--- src/rtl/tmcap_params.svh ---
`ifndef TMCAP_PARAMS_SVH
`define TMCAP_PARAMS_SVH

// Register offsets
`define TMCAP_OFS_CAP_LO 6'h22
`define TMCAP_OFS_CAP_HI 6'h23
`define TMCAP_OFS_FLAGS 6'h2a
`define TMCAP_OFS_MASK 6'h2b
`define TMCAP_OFS_GTC 6'h2f

// Reset values
`define TMCAP_RST_BYTE 8'h00
`define TMCAP_RST_WORD 16'h0000

// Flag and mask bit positions
`define TMCAP_BIT_CAP 5
`define TMCAP_BIT_CMPB 2
`define TMCAP_BIT_CMPA 1
`define TMCAP_BIT_OVF 0

// General control bit positions
`define TMCAP_BIT_SYNC 7
`define TMCAP_BIT_ROUTE 1
`define TMCAP_BIT_PSR 0

// Implemented bits
`define TMCAP_IRQ_IMPL 8'h27
`define TMCAP_GTC_IMPL 8'h83

// Waveform modes that use the capture value as top
`define TMCAP_WGM_TOP_A 4'h8
`define TMCAP_WGM_TOP_B 4'ha
`define TMCAP_WGM_TOP_C 4'hc
`define TMCAP_WGM_TOP_D 4'he

// Noise canceller sample count
`define TMCAP_NC_SAMPLES 4

`endif

--- src/rtl/tmcap_pkg.sv ---
package tmcap_pkg;
	typedef logic [7:0] tmcap_byte_t;
	typedef logic [15:0] tmcap_word_t;
	typedef logic [3:0] tmcap_mode_t;
	typedef logic [1:0] tmcap_route_t;
endpackage : tmcap_pkg

--- src/rtl/tmcap_core.sv ---
// Strobed register access is this design's own decision.
`timescale 1ns/1ps
`default_nettype none
`include "tmcap_params.svh"

// Notes on behaviour
// - Capture value is two bytes, high 15:8 and low 7:0, reset zero.
// - Each capture trigger outside capture-as-top modes copies the counter value into the capture value.
// - Sixteen-bit access goes through one shared temporary high-byte latch.
// - Capture value may act as counter top when the waveform mode selects it.
// - Capture interrupt needs mask bit 5, global enable and capture flag.
// - Compare B interrupt needs mask bit 2, global enable and its flag.
// - Compare A interrupt needs mask bit 1, global enable and its flag.
// - Overflow interrupt needs mask bit 0, global enable and its flag.
// - Capture flag, bit 5, sets on every capture event outside capture-as-top modes.
// - With capture value as top, capture flag sets when counter reaches it.
// - Flags clear on vector execution or on writing one; zero leaves them.
// - Compare B flag sets one timer tick after counter equals compare B.
// - Compare A flag sets one timer tick after counter equals compare A.
// - Forced compare strobes never set compare flags.
// - Overflow flag, bit 0, sets on the counter overflow event.
// - While sync mode bit 7 is one, prescaler reset value is kept.
// - Writing sync mode zero clears prescaler reset, counter resumes.
// - Prescaler reset bit 0 resets prescaler, self-clears unless sync mode.
// - Route bit 1 picks default or alternate pin set for timer pins.
// - Comparator capture select feeds comparator output into capture front.
module tmcap_core #(
	parameter int NC_SAMPLES = `TMCAP_NC_SAMPLES
) (
	input wire logic core_clk,
	input wire logic nrst,
	input wire logic [5:0] regAddr,
	input wire logic [7:0] regWrData,
	input wire logic regWr,
	input wire logic regRd,
	output logic [7:0] regRdData,
	input wire logic [15:0] counterValue,
	input wire logic timerTick,
	input wire logic overflowEvt,
	input wire logic [15:0] compareAValue,
	input wire logic [15:0] compareBValue,
	input wire logic [3:0] waveformMode,
	input wire logic forceCompareA,
	input wire logic forceCompareB,
	input wire logic globalIrqEn,
	input wire logic [3:0] vectorAck,
	input wire logic [1:0] capturePin,
	input wire logic comparatorOut,
	input wire logic comparatorCaptureSel,
	input wire logic noiseCancelEn,
	input wire logic captureRising,
	input wire logic [1:0] extClkPin,
	input wire logic compareAWave,
	input wire logic compareBWave,
	output logic irqCapture,
	output logic irqCompareB,
	output logic irqCompareA,
	output logic irqOverflow,
	output logic [15:0] captureValue,
	output logic captureIsTop,
	output logic prescalerReset,
	output logic pinRouteSel,
	output logic extClk,
	output logic [1:0] compareAPin,
	output logic [1:0] compareBPin,
	output logic forcedMatchA,
	output logic forcedMatchB
);
	if (NC_SAMPLES < 2 || NC_SAMPLES > 16) begin : g_chk
		$error("NC_SAMPLES must be 2 to 16");
	end

	function automatic logic usesCapTop(input tmcap_pkg::tmcap_mode_t m);
		usesCapTop = (m == `TMCAP_WGM_TOP_A) || (m == `TMCAP_WGM_TOP_B) ||
			(m == `TMCAP_WGM_TOP_C) || (m == `TMCAP_WGM_TOP_D);
	endfunction : usesCapTop

	function automatic tmcap_pkg::tmcap_route_t routeOut(input logic sel, input logic v);
		routeOut = sel ? {v, 1'b0} : {1'b0, v};
	endfunction : routeOut

	// Register file state
	tmcap_pkg::tmcap_word_t cap_q;
	tmcap_pkg::tmcap_word_t cap_d;
	tmcap_pkg::tmcap_byte_t temp_q;
	tmcap_pkg::tmcap_byte_t temp_d;
	tmcap_pkg::tmcap_byte_t flags_q;
	tmcap_pkg::tmcap_byte_t flags_d;
	tmcap_pkg::tmcap_byte_t mask_q;
	tmcap_pkg::tmcap_byte_t mask_d;
	logic sync_q;
	logic sync_d;
	logic route_q;
	logic route_d;
	logic psr_q;
	logic psr_d;
	tmcap_pkg::tmcap_byte_t rd_q;
	tmcap_pkg::tmcap_byte_t rd_d;

	// Event path state
	logic pendA_q;
	logic pendA_d;
	logic pendB_q;
	logic pendB_d;
	logic [3:0] irq_q;
	logic [3:0] irq_d;
	logic top_q;
	logic top_d;
	logic [1:0] fmatch_q;
	logic [1:0] fmatch_d;
	logic ext_q;
	logic ext_d;
	logic [1:0] pinA_q;
	logic [1:0] pinA_d;
	logic [1:0] pinB_q;
	logic [1:0] pinB_d;

	// Combinational helpers
	logic capSrc;
	logic capEvt;
	logic wrCapLo;
	logic wrCapHi;
	logic wrFlags;
	logic wrMask;
	logic wrGtc;
	logic rdCapLo;
	tmcap_pkg::tmcap_byte_t setVec;
	tmcap_pkg::tmcap_byte_t clrVec;
	tmcap_pkg::tmcap_byte_t ackVec;
	tmcap_pkg::tmcap_byte_t gtcView;

	always_comb begin
		capSrc = capturePin[route_q];
		if (comparatorCaptureSel)
			capSrc = comparatorOut;
	end

	tmcap_capfront #(
		.NC_SAMPLES(NC_SAMPLES)
	) u_front (
		.core_clk(core_clk),
		.nrst(nrst),
		.capIn(capSrc),
		.ncEn(noiseCancelEn),
		.rising(captureRising),
		.capEvt(capEvt)
	);

	assign wrCapLo = regWr && (regAddr == `TMCAP_OFS_CAP_LO);
	assign wrCapHi = regWr && (regAddr == `TMCAP_OFS_CAP_HI);
	assign wrFlags = regWr && (regAddr == `TMCAP_OFS_FLAGS);
	assign wrMask = regWr && (regAddr == `TMCAP_OFS_MASK);
	assign wrGtc = regWr && (regAddr == `TMCAP_OFS_GTC);
	assign rdCapLo = regRd && (regAddr == `TMCAP_OFS_CAP_LO);

	// Capture value and shared high-byte latch
	always_comb begin
		cap_d = cap_q;
		temp_d = temp_q;
		if (wrCapHi)
			temp_d = regWrData;
		if (rdCapLo)
			temp_d = cap_q[15:8];
		if (wrCapLo)
			cap_d = {temp_q, regWrData};
		// hardware capture wins over software write
		if (capEvt && !usesCapTop(waveformMode))
			cap_d = counterValue;
	end

	// Compare match pending, one timer tick deep
	always_comb begin
		pendA_d = pendA_q;
		pendB_d = pendB_q;
		if (timerTick) begin
			pendA_d = (counterValue == compareAValue);
			pendB_d = (counterValue == compareBValue);
		end
		// forced strobes only reach waveform unit
		fmatch_d = {forceCompareB, forceCompareA};
	end

	// Flag set, clear and interrupt requests
	always_comb begin
		setVec = '0;
		setVec[`TMCAP_BIT_CAP] = capEvt && !usesCapTop(waveformMode);
		if (usesCapTop(waveformMode) && timerTick && counterValue == cap_q)
			setVec[`TMCAP_BIT_CAP] = 1'b1;
		setVec[`TMCAP_BIT_CMPB] = timerTick && pendB_q;
		setVec[`TMCAP_BIT_CMPA] = timerTick && pendA_q;
		setVec[`TMCAP_BIT_OVF] = overflowEvt;
		ackVec = '0;
		ackVec[`TMCAP_BIT_CAP] = vectorAck[3];
		ackVec[`TMCAP_BIT_CMPB] = vectorAck[2];
		ackVec[`TMCAP_BIT_CMPA] = vectorAck[1];
		ackVec[`TMCAP_BIT_OVF] = vectorAck[0];
		clrVec = ackVec | (wrFlags ? regWrData : '0);
		// Set wins so an event during clear is kept
		flags_d = ((flags_q & ~clrVec) | setVec) & `TMCAP_IRQ_IMPL;
		mask_d = wrMask ? (regWrData & `TMCAP_IRQ_IMPL) : mask_q;
		irq_d = '0;
		irq_d[3] = globalIrqEn && mask_q[`TMCAP_BIT_CAP] && flags_q[`TMCAP_BIT_CAP];
		irq_d[2] = globalIrqEn && mask_q[`TMCAP_BIT_CMPB] && flags_q[`TMCAP_BIT_CMPB];
		irq_d[1] = globalIrqEn && mask_q[`TMCAP_BIT_CMPA] && flags_q[`TMCAP_BIT_CMPA];
		irq_d[0] = globalIrqEn && mask_q[`TMCAP_BIT_OVF] && flags_q[`TMCAP_BIT_OVF];
	end

	// General control: sync hold, route and prescaler reset
	always_comb begin
		sync_d = sync_q;
		route_d = route_q;
		psr_d = psr_q && sync_q;
		if (wrGtc) begin
			sync_d = regWrData[`TMCAP_BIT_SYNC];
			route_d = regWrData[`TMCAP_BIT_ROUTE];
			// zero sync drops reset next cycle
			psr_d = regWrData[`TMCAP_BIT_PSR];
		end
		gtcView = '0;
		gtcView[`TMCAP_BIT_SYNC] = sync_q;
		gtcView[`TMCAP_BIT_ROUTE] = route_q;
		gtcView[`TMCAP_BIT_PSR] = psr_q;
	end

	// Pin routing and top selection
	always_comb begin
		ext_d = extClkPin[route_q];
		pinA_d = routeOut(route_q, compareAWave);
		pinB_d = routeOut(route_q, compareBWave);
		top_d = usesCapTop(waveformMode);
	end

	// Read data, valid only the cycle after the strobe
	always_comb begin
		rd_d = '0;
		if (regRd) begin
			case (regAddr)
				`TMCAP_OFS_CAP_LO: rd_d = cap_q[7:0];
				`TMCAP_OFS_CAP_HI: rd_d = temp_q;
				`TMCAP_OFS_FLAGS: rd_d = flags_q;
				`TMCAP_OFS_MASK: rd_d = mask_q;
				`TMCAP_OFS_GTC: rd_d = gtcView & `TMCAP_GTC_IMPL;
				default: rd_d = '0;
			endcase
		end
	end

	always_ff @(posedge core_clk) begin
		if (!nrst) begin
			cap_q <= `TMCAP_RST_WORD;
			temp_q <= `TMCAP_RST_BYTE;
		end else begin
			cap_q <= cap_d;
			temp_q <= temp_d;
		end
	end

	always_ff @(posedge core_clk) begin
		if (!nrst) begin
			pendA_q <= 1'b0;
			pendB_q <= 1'b0;
			fmatch_q <= '0;
		end else begin
			pendA_q <= pendA_d;
			pendB_q <= pendB_d;
			fmatch_q <= fmatch_d;
		end
	end

	always_ff @(posedge core_clk) begin
		if (!nrst) begin
			flags_q <= `TMCAP_RST_BYTE;
			mask_q <= `TMCAP_RST_BYTE;
			irq_q <= '0;
		end else begin
			flags_q <= flags_d;
			mask_q <= mask_d;
			irq_q <= irq_d;
		end
	end

	always_ff @(posedge core_clk) begin
		if (!nrst) begin
			sync_q <= 1'b0;
			route_q <= 1'b0;
			psr_q <= 1'b0;
		end else begin
			sync_q <= sync_d;
			route_q <= route_d;
			psr_q <= psr_d;
		end
	end

	always_ff @(posedge core_clk) begin
		if (!nrst) begin
			top_q <= 1'b0;
			ext_q <= 1'b0;
			pinA_q <= '0;
			pinB_q <= '0;
		end else begin
			top_q <= top_d;
			ext_q <= ext_d;
			pinA_q <= pinA_d;
			pinB_q <= pinB_d;
		end
	end

	always_ff @(posedge core_clk) begin
		if (!nrst) begin
			rd_q <= `TMCAP_RST_BYTE;
		end else begin
			rd_q <= rd_d;
		end
	end

	assign regRdData = rd_q;
	assign irqCapture = irq_q[3];
	assign irqCompareB = irq_q[2];
	assign irqCompareA = irq_q[1];
	assign irqOverflow = irq_q[0];
	assign captureValue = cap_q;
	assign captureIsTop = top_q;
	assign prescalerReset = psr_q;
	assign pinRouteSel = route_q;
	assign extClk = ext_q;
	assign compareAPin = pinA_q;
	assign compareBPin = pinB_q;
	assign forcedMatchA = fmatch_q[0];
	assign forcedMatchB = fmatch_q[1];
endmodule : tmcap_core
`default_nettype wire

--- src/rtl/tmcap_capfront.sv ---
`timescale 1ns/1ps
`default_nettype none
`include "tmcap_params.svh"

module tmcap_capfront #(
	parameter int NC_SAMPLES = `TMCAP_NC_SAMPLES
) (
	input wire logic core_clk,
	input wire logic nrst,
	input wire logic capIn,
	input wire logic ncEn,
	input wire logic rising,
	output logic capEvt
);
	logic [NC_SAMPLES-1:0] hist_q;
	logic [NC_SAMPLES-1:0] hist_d;
	logic level_q;
	logic level_d;
	logic evt_q;
	logic evt_d;

	always_comb begin
		hist_d = {hist_q[NC_SAMPLES-2:0], capIn};
		level_d = level_q;
		// Canceller trades latency for glitch immunity
		if (ncEn) begin
			if (&hist_q)
				level_d = 1'b1;
			else if (~|hist_q)
				level_d = 1'b0;
		end else begin
			level_d = hist_q[0];
		end
		evt_d = rising ? (level_d & ~level_q) : (~level_d & level_q);
	end

	always_ff @(posedge core_clk) begin
		if (!nrst) begin
			hist_q <= '0;
			level_q <= 1'b0;
			evt_q <= 1'b0;
		end else begin
			hist_q <= hist_d;
			level_q <= level_d;
			evt_q <= evt_d;
		end
	end

	assign capEvt = evt_q;
endmodule : tmcap_capfront
`default_nettype wire

--- config.mk ---
export PLATFORM = sky130hd
export DESIGN_NAME = tmcap_core
export DESIGN_NICKNAME = d
export VERILOG_FILES = /design/src/rtl/tmcap_pkg.sv /design/src/rtl/tmcap_core.sv /design/src/rtl/tmcap_capfront.sv
export VERILOG_INCLUDE_DIRS = /design/src /design/src/rtl
export SDC_FILE = /design/constraint.sdc
export NUM_CORES = 1
export LEC_CHECK = 0
export BUFFER_PORTS_ARGS = -buffer_cell sky130_fd_sc_hd__buf_4
export CELL_PAD_IN_SITES_DETAIL_PLACEMENT = 0
export CELL_PAD_IN_SITES_GLOBAL_PLACEMENT = 2
export CORE_MARGIN = 4
export CORE_UTILIZATION = 30
export CTS_BUF_LIST = sky130_fd_sc_hd__clkbuf_8
export CTS_CLUSTER_SIZE = 30
export DETAILED_ROUTE_END_ITERATION = 10
export PLACE_DENSITY_LB_ADDON = 0.25
export SYNTH_ARGS = -nofsm -noshare
export SYNTH_HDL_FRONTEND = slang
export SYNTH_SLANG_ARGS = --single-unit
export TNS_END_PERCENT = 10
--- constraint.sdc ---
create_clock -name core_clk -period 3.2 [get_ports core_clk]
set_clock_uncertainty 0.05 [all_clocks]
set_input_delay 0.32 -clock core_clk [delete_from_list [all_inputs] [get_ports core_clk]]
set_output_delay 0.32 -clock core_clk [all_outputs]
set_load 0.05 [all_outputs]
# [After elaboration in Yosys (flattened, before gate mapping)]
# Index checks and enable logic that the tools add are counted.
[word_totals] register_bits=63 inputBits=89 output_inout_bits=38 word_cells=91
[op_classes] magnitude_cmp=1 eq_ne=12 mux=17 n_bitwise=9 reduce_logical=31
[ops] operator="$eq A16 B16 Y1" count=3
[ops] operator="$pmux W8 S5" count=1
[ops] operator="$mux W16" count=2
[ops] operator="$eq A6 B6 Y1 const B" count=5
[ops] operator="$logic_and A1 B1 Y1" count=20
[ops] operator="$eq A4 B4 Y1 const B" count=4
[ops] operator="$mux W8" count=2
[ops] operator="$or A6 B6 Y6" count=2
[ops] operator="$mux W1" count=11
[ops] operator="$and A6 B6 Y6" count=1
[ops] operator="$mux W6" count=1
[ops] operator="$not A6 Y6" count=1
[ops] operator="$reduce_and A2 Y1" count=2
[ops] operator="$reduce_and A4 Y1" count=1
[ops] operator="$reduce_bool A2 Y1" count=2
[ops] operator="$reduce_or A4 Y1" count=1
[ops] operator="$logic_or A1 B1 Y1" count=3
[ops] operator="$not A1 Y1" count=3
[ops] operator="$and A1 B1 Y1" count=2
[ops] operator="$lt A1 B2 Y1 const B" count=1
[ops] operator="$reduce_or A2 Y1" count=1
[ops] operator="$logic_not A1 Y1" count=1

# [Depth between registers and ports, before layout]
# Gate-level depths: netlist of run 1.
[logic_depth] ltp_word=8 ltp_mapped=6 depth_no_buf=4

# [Cells and area by module]
# Synthesis of run 1 repeated with hierarchy kept, for this count alone.
[unflattened] cells_unflattened=339 hier_area_um2=3154.3
[by_module_without_submodules] mod="tmcap_core" n_inst=1 cells_per_inst=320 area_each_um2=2947.8 seq_area_each_um2=1141.1
[by_module_without_submodules] mod="tmcap_capfront" n_inst=1 cells_per_inst=19 area_each_um2=206.4 seq_area_each_um2=120.1

# [Worst setup path after synthesis of run 1]
# Ideal clock, no wire load.
[synth_path] path_kind="input to register" from="input regAddr[2]" to="register temp_q[1]" setup_ps=122 arrival_time_ps=1419 required_ps=3028 path_slack_ps=1610 path_stages=5 path_buffers=1 cell_sequence="and4bb_4 nand4b_4 and3_4 buf_6 a221o_1"
[synth_between] elab_chain_len=3 elab_cells_between_ends=6 classes_between="2 x eq/ne; 1 x mux; 3 x reduce/logical"
[synth_rtl] element="from (decl)" line_no="tmcap_core.sv:32" rtl="input wire logic [5:0] regAddr,"
[synth_rtl] element="$eq A6 B6 Y1"
[synth_rtl] element="$logic_and A1 B1 Y1, on equally long branches" line_no="tmcap_core.sv:154, tmcap_core.sv:150"
[synth_rtl] element="$mux W8 or $reduce_bool A2 Y1 (tied branches)"
[synth_rtl] element="to (signal assigned)" line_no="tmcap_core.sv:251" rtl="temp_q <= `TMCAP_RST_BYTE;"
[synth_rtl] element="to (signal assigned)" line_no="tmcap_core.sv:254" rtl="temp_q <= temp_d;"
[synth_rtl] element="to (decl)" line_no="tmcap_core.sv:85" rtl="tmcap_pkg::tmcap_byte_t temp_q;"
# Parallel ways exist; a longest one is shown, timed or not.
# A chain may end at the register's enable or synchronous reset.

# [Worst setup path after layout of run 1]
[layout_path] from="input regAddr[2]" to="register cap_q[9], in the netlist captureValue[9]"
[layout_between] elab_chain_len=3
[layout_rtl] element="$eq A6 B6 Y1"
[layout_rtl] element="$logic_and A1 B1 Y1" line_no="tmcap_core.sv:149" rtl="assign wrCapLo = regWr && (regAddr == `TMCAP_OFS_CAP_LO);"
[layout_rtl] element="$reduce_bool A2 Y1 (no line)"
[layout_rtl] element="to (signal assigned)" line_no="tmcap_core.sv:250" rtl="cap_q <= `TMCAP_RST_WORD;"
[layout_rtl] element="to (signal assigned)" line_no="tmcap_core.sv:253" rtl="cap_q <= cap_d;"
[layout_rtl] element="to (decl)" line_no="tmcap_core.sv:83" rtl="tmcap_pkg::tmcap_word_t cap_q;"
# Every way passes these cells.

==> results of run 1 <==
-- power breakdown --
part / leakage (nW) / internal [mW] / switching (mW) / total (mW)
sequential: 0.510 / 0.794 / 0.00717 / 0.801
clock: 0.105 / 0.439 / 0.334 / 0.774
combinational: 1.36 / 0.119 / 0.124 / 0.243
-- worst max path at each step --
stage,slack (ns),depth (start not counted),startpoint,endpoint
finish,1.46,5,regAddr[2],captureValue[9]$_SDFFE_PN0P_
global route,1.33,5,regAddr[2],captureValue[14]$_SDFFE_PN0P_
CTS,1.46,5,regAddr[2],captureValue[6]$_SDFFE_PN0P_
detailed placement,1.10,5,regAddr[2],captureValue[6]$_SDFFE_PN0P_
global placement,1.11,5,regAddr[2],captureValue[9]$_SDFFE_PN0P_
floorplan,1.61,5,regAddr[2],temp_q[1]$_SDFFE_PN0P_
-- kinds of logic (layout without fill, tap and decap cells) --
kind of cell / after synthesis / after routing
muxes: 16 / 16
and+or+nand+nor: 148 / 148
xor gates and xnor gates: 48 / 48
AOI/OAI and AO/OA: 49 / 49
DFF: 63 / 63
buffers and inverters: 19 / 144
-- worst reg2reg max path, cell delays in order (launching register included) --
cell and delay [ns]:
dfxtp_1 0.33, or3_1 0.36, a21oi_1 0.24, o311ai_0 0.15
a21oi_1 0.16
-- metal layers --
metal,share of wire,track usage
met5,0,0
met1,0.43,0.2241
met4,0.010,0.03651
met2,0.50,0.2799
met3,0.061,0.05050
-- registers in the layout, summed over array words and instances (netlist names), 2 cells and up --
signal and count:
mask_q 4, flags_q 4, captureValue 16, compareBPin 2, u_front.hist_q 4, compareAPin 2
irq_q 4, fmatch_q 2, temp_q 8, regRdData 8
-- final cells by class --
type / count / area share
tap: 133 / 0.03820
inverter: 2 / 0.001723
sequential: 63 / 0.2895
timing repair buffer: 126 / 0.2171
clock inverter: 7 / 0.02240
clock buffer: 9 / 0.02843
multi-input combinational: 261 / 0.4026
-- cells in the final DEF, fill, tap and decap left out, types with 4 or more instances in the layout --
cell / instances
dfxtp_1: 63
mux2i_1: 12
nor2_1: 34
a221o_1: 6
and2_1: 9
xor2_1: 45
and3_1: 17
nor4_1: 10
nand3_1: 10
nand2b_1: 4
nand2_1: 42
a21oi_1: 9
clkbuf_8: 9
buf_4: 126
a311oi_1: 16
==> flow_summary.yaml, run 1 <==
drt:
  postRouteAntennaNets: 0
  routed_wl_um: 10200
  dr.pass1.iters: 4
  dr_total_vias: 2929
  vias_per_cell: 4.874
  drt-initial-drc-count: 133
  drc: 0
  wire_per_inst_um: 16.96
synthesis:
  synth_compound_area_frac: 0.1199
  yosys-mux-area-fraction: 0.06034
  synth_top_family_by_area: "simple AND/OR/NAND/NOR gates"
  yosysTopAreaCellShare: 0.4055
  ys.flop_type: "dfxtp_1"
  synth_common_cells: "dfxtp_1 (63), xor2_1 (45), nand2_1 (42)"
  synth-adder-area-share: 0
  synthSimpleGateAreaFrac: 0.2486
  yosysWarnings: 0
  synth-edff-count: 0
  yosys.area.top_type: "dfxtp_1"
  synth.cell_area_sq_um: 3110
  synth_area_leaders: "dfxtp_1 (41%), xor2_1 (13%), nand2_1 (5.1%)"
  syn_nets: 432
  ys_ff_latch: 63
  synth_cells: 343
  synth.distinct_cells: 44
  synth_xor_area_frac: 0.1352
  syn_avg_cell_area_sq_um: 9.068
  synthArstFlopShare: 0
  ys_seq_area_frac: 0.4055
  yosysMostFrequentCell: "dfxtp_1"
sta:
  worst_slack_ns: 1.457
  max-slew-margin-rel: 0.5272
  max_freq_mhz: 573.7
  setup_viol: 0
  hold_ws_ns: 0.1336
  tightest_slew_ns: 0.7072
  finalMaxSlewViolations: 0
  grt_setup_unrepaired: "false"
  final.period_utilization: 0.5447
  period_minus_slack_ns: 1.743
  tns_ns: 0
  hold_viol_final: 0
setup_path:
  rr_endpoint: "u_front.capEvt$_SDFF_PN0_"
  path_buf_inv: 1
  worstSetupPathType: "in2reg"
  timing.rr.start: "u_front.hist_q[0]$_SDFF_PN0_"
  r2r_slack_ns: 1.85
  rr_worst_depth: 4
  crit_fanout: 16
  cp_slowest_cell: "and3_1"
  cp_cell_sequence: "buf_4, and4bb_4, and3_1, nand2_1, a311oi_1"
  startpoint_type: "primary input"
  end_kind: "flop"
  cp.arrival_ns: 1.95
  required_ns: 3.40
  critPathMaxStageDelay_ns: 0.62
  crit_family: "simple AND/OR/NAND/NOR gates"
place:
  dp_cells: 585
  gp_congestion: 0.7786
  place_area_sq_um: 4135
  preCtsSetupSlack_ns: 1.096
  hpwl_um: 7877
  port-buffer-count: 124
power:
  total_power_mw: 1.817
  p_per_area_nw_per_um2: 417.2
  p_leak_nw: 1.973
  vdd_drop_max_mv: 0.1805
clock_tree:
  cts_buffer_depth: 2
  htree_levels: 3
  cts_setup_buffers: 0
  cts_made_buffers: 9
  clkTransAtPathRegs_ns: 0.07
  root_buffer: "clkbuf_8"
  cts_resized: 0
  clock-sinks: 63
  worstSkewPairLatency_ns: 0.34
  cts_tree: "yes"
  holdBufCountCts: 0
hold_path:
  hold_depth: 2
  hp-start: "forceCompareA"
  holdPathEnd: "fmatch_q[0]$_SDFF_PN0_"
  min_path_type: "in2reg"
global_routing:
  grtUsageTotal: 0.1715
  grt_max_degree: 34
  first_global_vias: 2869
  grt_pass1_wl_um: 15510
  grt-ovfl-total: 0
  antenna_found_initial: 0
die:
  boundaryPins: 127
  die_x_um: 109.8
  fp-row-count: 36
  start_util: 0.3125
  die_y_um: 109.8
  die-area_sq_um: 12060
  coreArea_sq_um: 9955
finish:
  drive_above_1_share: 0.3205
  design_area_sq_um: 4357
  fin_nets: 552
  antenna_cells: 0
  fin_cells: 601
  multi_input_area_sq_um: 1754
  utilization: 0.4377
  synthToLayoutAreaGrowth_pct: 40.06
  regArea_sq_um: 1261
  filler_cell_count: 1031
run_status:
  status: "completed"
flow_run:
  maxCapViolCount: 0
Power figures use the tool's default switching activity.
==> run 2: changes to the inputs <==
--- a/config.mk
+++ b/config.mk
@@ -10,7 +10,7 @@
 export CELL_PAD_IN_SITES_DETAIL_PLACEMENT = 0
 export CELL_PAD_IN_SITES_GLOBAL_PLACEMENT = 2
 export CORE_MARGIN = 4
-export CORE_UTILIZATION = 30
+export CORE_UTILIZATION = 25
 export CTS_BUF_LIST = sky130_fd_sc_hd__clkbuf_8
 export CTS_CLUSTER_SIZE = 30
 export DETAILED_ROUTE_END_ITERATION = 10
==> constraint.sdc (replaced) <==
create_clock -name core_clk -period 1.5 [get_ports core_clk]
set_clock_uncertainty 0.05 [all_clocks]
set_input_delay 0.15 -clock core_clk [delete_from_list [all_inputs] [get_ports core_clk]]
set_output_delay 0.15 -clock core_clk [all_outputs]
set_load 0.05 [all_outputs]
==> run 2 against run 1 <==
Combinational power up 140%. Non-clock buffer count is 27 higher. Clock power grew 96%. Via count increased by 4.7%. Critical path depth is the same. Setup slack got worse by 1.4 ns. Die area grew 18%. Highest routed layer unchanged.
==> flow_summary.yaml, run 2 (same netlist as run 1, synthesis figures left out) <==
run_status:
  status: "completed"
drt:
  postRouteAntennaNets: 0
  wire_per_inst_um: 16.59
  dr_total_vias: 3067
  dr.pass1.iters: 4
  vias_per_cell: 4.633
  routed_wl_um: 10980
  drt-initial-drc-count: 88
  drc: 0
sta:
  final.period_utilization: 0.9384
  setup_viol: 0
  grt_setup_unrepaired: "false"
  hold_viol_final: 0
  tightest_slew_ns: 0.3855
  period_minus_slack_ns: 1.408
  max_freq_mhz: 710.4
  finalMaxSlewViolations: 0
  max-slew-margin-rel: 0.7406
  worst_slack_ns: 0.09242
die:
  boundaryPins: 127
  coreArea_sq_um: 12110
  start_util: 0.2568
  die_x_um: 119.5
  die_y_um: 119.5
  die-area_sq_um: 14290
  fp-row-count: 40
finish:
  synthToLayoutAreaGrowth_pct: 49.36
  fin_nets: 579
  largest_reg_flops: 16
  filler_cell_count: 1297
  mostFrequentLayoutCells: "buf_4 (139), dfxtp_1 (62), xor2_1 (45)"
  antenna_cells: 0
  final_common_cell: "buf_4"
  utilization: 0.3836
  drive_above_1_share: 0.3340
hold_path:
  hold_depth: 2
  hp-start: "regWrData[7]"
  min_path_type: "in2reg"
  holdPathEnd: "temp_q[7]$_SDFFE_PN0P_"
place:
  gp_congestion: 0.7738
  hpwl_um: 8630
  preCtsSetupSlack_ns: -0.02388
  port-buffer-count: 124
global_routing:
  antenna_found_initial: 0
  grtUsageTotal: 0.1541
  grt_pass1_wl_um: 17250
  grt-ovfl-total: 0
  grt_max_degree: 34
  first_global_vias: 3167
flow_run:
  maxCapViolCount: 0
clock_tree:
  cts_made_buffers: 9
  root_buffer: "clkbuf_8"
  htree_levels: 3
  cts_buffer_depth: 2
  clkTransAtPathRegs_ns: 0.07
  worstSkewPairLatency_ns: 0.35
  cts_setup_buffers: 0
  cts_tree: "yes"
  clock-sinks: 63
setup_path:
  timing.rr.start: "pinRouteSel$_SDFFE_PN0P_"
  path_buf_inv: 1
  critPathMaxStageDelay_ns: 0.55
  r2r_slack_ns: 0.09
  end_kind: "flop"
  crit_family: "buffers and inverters"
  rr_endpoint: "u_front.hist_q[0]$_SDFF_PN0_"
  cp_slowest_cell: "dlygate4sd3_1"
  startpoint_type: "flop"
  cp_cell_sequence: "mux2i_1, nor2_1, a21oi_1, dlygate4sd3_1, nor2_1"
  required_ns: 1.69
  worstSetupPathType: "reg2reg"
  crit_fanout: 2
  cp.arrival_ns: 1.60
  rr_worst_depth: 5
  cp_common_cell: "nor2_1"
power:
  total_power_mw: 3.802
  vdd_drop_max_mv: 0.3180
  p_per_area_nw_per_um2: 818.4
  p_leak_nw: 2.109
run 2: cell count changes in the layout (fill, tap and decap cells not counted), moves of 2 or more:
cell           delta
dlygate4sd3_1    +11
clkinv_4          -2
buf_12            +3
clkbuf_8          +2
buf_4            +13
run 2: per-layer routing:
layer | vias to the layer above | GRT usage | routed length, um
met5 | - | 0 | 0
met4 | 0 | 0.05225 | 194
met3 | 12 | 0.02780 | 334
met2 | 70 | 0.2585 | 5474
met1 | 1467 | 0.1998 | 4978
li1 | 1518 | - | -
run 2: where the power goes:
group	switching, mW	total (mW)	internal [mW]
logic	0.280	0.574	0.295
registers	0.0152	1.71	1.69
clock network	0.678	1.52	0.841
run 2: what timing repair did:
action / 4_1_cts / 5_1_grt
endpoints found under the hold margin: 9 / 0
hold buffers: 11 / 0
endpoints found under the setup margin: 0 / 1
gates resized for setup: 0 / 1
run 2: worst max path at each step:
stage                             start                            to  slack [ns]  cells past startpoint
2_1_floorplan  pinRouteSel$_SDFFE_PN0P_  u_front.hist_q[0]$_SDFF_PN0_        0.03                      5
3_3_place_gp                 regAddr[2]        mask_q[0]$_SDFFE_PN0P_       -0.01                      6
3_5_place_dp                 regAddr[2]        temp_q[3]$_SDFFE_PN0P_       -0.02                      5
4_1_cts        pinRouteSel$_SDFFE_PN0P_  u_front.hist_q[0]$_SDFF_PN0_        0.06                      5
5_1_grt        pinRouteSel$_SDFFE_PN0P_  u_front.hist_q[0]$_SDFF_PN0_       0.002                      5
6_report       pinRouteSel$_SDFFE_PN0P_  u_front.hist_q[0]$_SDFF_PN0_        0.09                      5
run 2: final cells by class:
cell class	instances	area, sq um	share of cell area
flip-flops and latches	63	1262	0.2717
well taps	168	210.2	0.04525
inverters	2	7.507	0.001616
repair buffers	153	1214	0.2612
clock inverters	4	46.29	0.009965
multi-input cells	261	1754	0.3776
clock buffers	11	151.4	0.03259
run 2: stage by stage:
stage               hold WS (ns)  cells  TNS [ns]  area [sq um]
finish                   0.01899    662         0          4646
global route             0.01679    662         0          4646
floorplan                 0.2238    343         0          3110
CTS                    0.0003254    662         0          4644
global placement          0.3079    636  -0.04086          4337
detailed placement        0.3154    636   -0.1343          4337
==> run 3: changes to the inputs <==
==> constraint.sdc (replaced) <==
create_clock -name core_clk -period 1.5 [get_ports core_clk]
set_clock_uncertainty 0.05 [all_clocks]
set_input_delay 0.15 -clock core_clk [delete_from_list [all_inputs] [get_ports core_clk]]
set_output_delay 0.15 -clock core_clk [all_outputs]
set_load 0.01 [all_outputs]
==> run 3 against run 2 <==
Setup slack better by 0.036 ns. Critical path depth fell by 1. Sequential power about the same. Clock power increased by 3%. Sequential share of layout area hardly changed. Combinational power fell by 7.3%. Non-clock buffer count down 1. Critical endpoint is now u_front.capEvt$_SDFF_PN0_. Largest cell class unchanged. Largest power group unchanged. Highest routed layer unchanged.
==> flow_summary.yaml, run 3 (same netlist as run 1, synthesis figures left out) <==
sta:
  grt_setup_unrepaired: "false"
  worst_slack_ns: 0.1289
  setup_viol: 0
  finalMaxSlewViolations: 0
  tightest_slew_ns: 0.3718
  tns_ns: 0
  final.period_utilization: 0.9141
  hold_viol_final: 0
  max_freq_mhz: 729.3
  max-slew-margin-rel: 0.7498
  hold_ws_ns: 0.02397
  period_minus_slack_ns: 1.371
finish:
  fin_cells: 662
  regArea_sq_um: 1261
  drive_above_1_share: 0.3279
  synthToLayoutAreaGrowth_pct: 49.32
  largest_reg_flops: 16
  final_common_cell: "buf_4"
  multi_input_area_sq_um: 1754
  antenna_cells: 0
  filler_cell_count: 1301
  mostFrequentLayoutCells: "buf_4 (138), dfxtp_1 (63), xor2_1 (45)"
  design_area_sq_um: 4644
  fin_nets: 578
setup_path:
  startpoint_type: "flop"
  worstSetupPathType: "reg2reg"
  required_ns: 1.72
  cp.arrival_ns: 1.59
  crit_fanout: 3
  end_kind: "flop"
drt:
  dr_total_vias: 3079
  dr.pass1.iters: 4
  postRouteAntennaNets: 0
  drc: 0
  vias_per_cell: 4.651
  routed_wl_um: 10950
  met1_length_um: 4989
  met3WireLength_um: 467
  route.met2.wl_um: 5385
  drt-initial-drc-count: 131
  wire_per_inst_um: 16.54
  top_layer: "met4"
die:
  die_y_um: 119.5
  fp-row-count: 40
  start_util: 0.2568
  die_x_um: 119.5
  boundaryPins: 127
  coreArea_sq_um: 12110
  die-area_sq_um: 14290
clock_tree:
  clock-sinks: 63
  root_buffer: "clkbuf_8"
  worstSkewPairLatency_ns: 0.34
  cts_made_buffers: 9
  cts_buffer_depth: 2
  htree_levels: 3
  cts_setup_buffers: 0
  clkTransAtPathRegs_ns: 0.07
  cts_tree: "yes"
global_routing:
  grt_max_degree: 34
  grtUsageTotal: 0.1529
  grt_pass1_wl_um: 17060
  grt-ovfl-total: 0
  first_global_vias: 3132
  antenna_found_initial: 0
place:
  port-buffer-count: 124
  hpwl_um: 8633
  place_area_sq_um: 4329
  dp_cells: 635
  preCtsSetupSlack_ns: -0.03016
  gp_congestion: 0.7759
power:
  p_per_area_nw_per_um2: 819.4
  p_leak_nw: 2.117
  vdd_drop_max_mv: 0.4086
flow_run:
  maxCapViolCount: 0
hold_path:
  min_path_type: "in2reg"
run_status:
  status: "completed"
[run 3: changes by cell type in the layout (fill, tap and decap cells not counted)]
cell        change
buf_4           -1
clkinvlp_4      -1
inv_1           +2
dfxtp_2         -1
clkbuf_8        -2
bufinv_16       +1
clkinv_2        +1
dfxtp_1         +1
[run 3: what timing repair did]
item	4_1_cts	5_1_grt
setup endpoints to repair	0	0
hold endpoints to repair	9	0
resized for setup	0	0
hold buffers	11	0
[run 3: area by class of cell]
class / instances / share of cell area
Inverter: 2 / 0.001616
Clock inverter: 7 / 0.01751
Multi-Input combinational cell: 261 / 0.3777
Clock buffer: 9 / 0.02667
Timing Repair Buffer: 152 / 0.2597
Tap cell: 168 / 0.04526
Sequential cell: 63 / 0.2716
[run 3: path summary, 6_finish.rpt]
| kind | cells after the start | from | slack, ns | endpoint |
|---|---|---|---|---|
| worst max-delay path | 4 | u_front.hist_q[0]$_SDFF_PN0_ | 0.13 | u_front.capEvt$_SDFF_PN0_ |
| worst min-delay path | 2 | regWrData[7] | 0.02 | temp_q[7]$_SDFFE_PN0P_ |
| worst max register to register | 4 | u_front.hist_q[0]$_SDFF_PN0_ | 0.13 | u_front.capEvt$_SDFF_PN0_ |
| worst min register to register | 1 | u_front.hist_q[1]$_SDFF_PN0_ | 0.42 | u_front.hist_q[2]$_SDFF_PN0_ |
[run 3: stage by stage]
step | utilization | total power [mW]
after floorplan | - | 1.928
after global placement | 0.3574 | 2.258
after detailed placement | 0.3574 | 2.260
after CTS | 0.3835 | 3.866
after global routing | 0.3835 | 3.962
final | 0.3835 | 3.805
[run 3: routing by layer]
metal | global-route usage | vias up
met4 | 0.03794 | 0
met1 | 0.1996 | 1491
li1 | - | 1513
met2 | 0.2542 | 66
met5 | 0 | -
met3 | 0.03723 | 9
[run 3: critical path: stages (launching register included)]
cell and delay, ns:
dfxtp_1 0.33, or3_1 0.36, a21oi_1 0.24, o311ai_0 0.15
a21oi_1 0.17
[run 3: power breakdown]
part	switching [mW]	total (mW)	internal, mW
registers	0.0156	1.71	1.69
clock network	0.652	1.56	0.912
logic	0.239	0.532	0.293
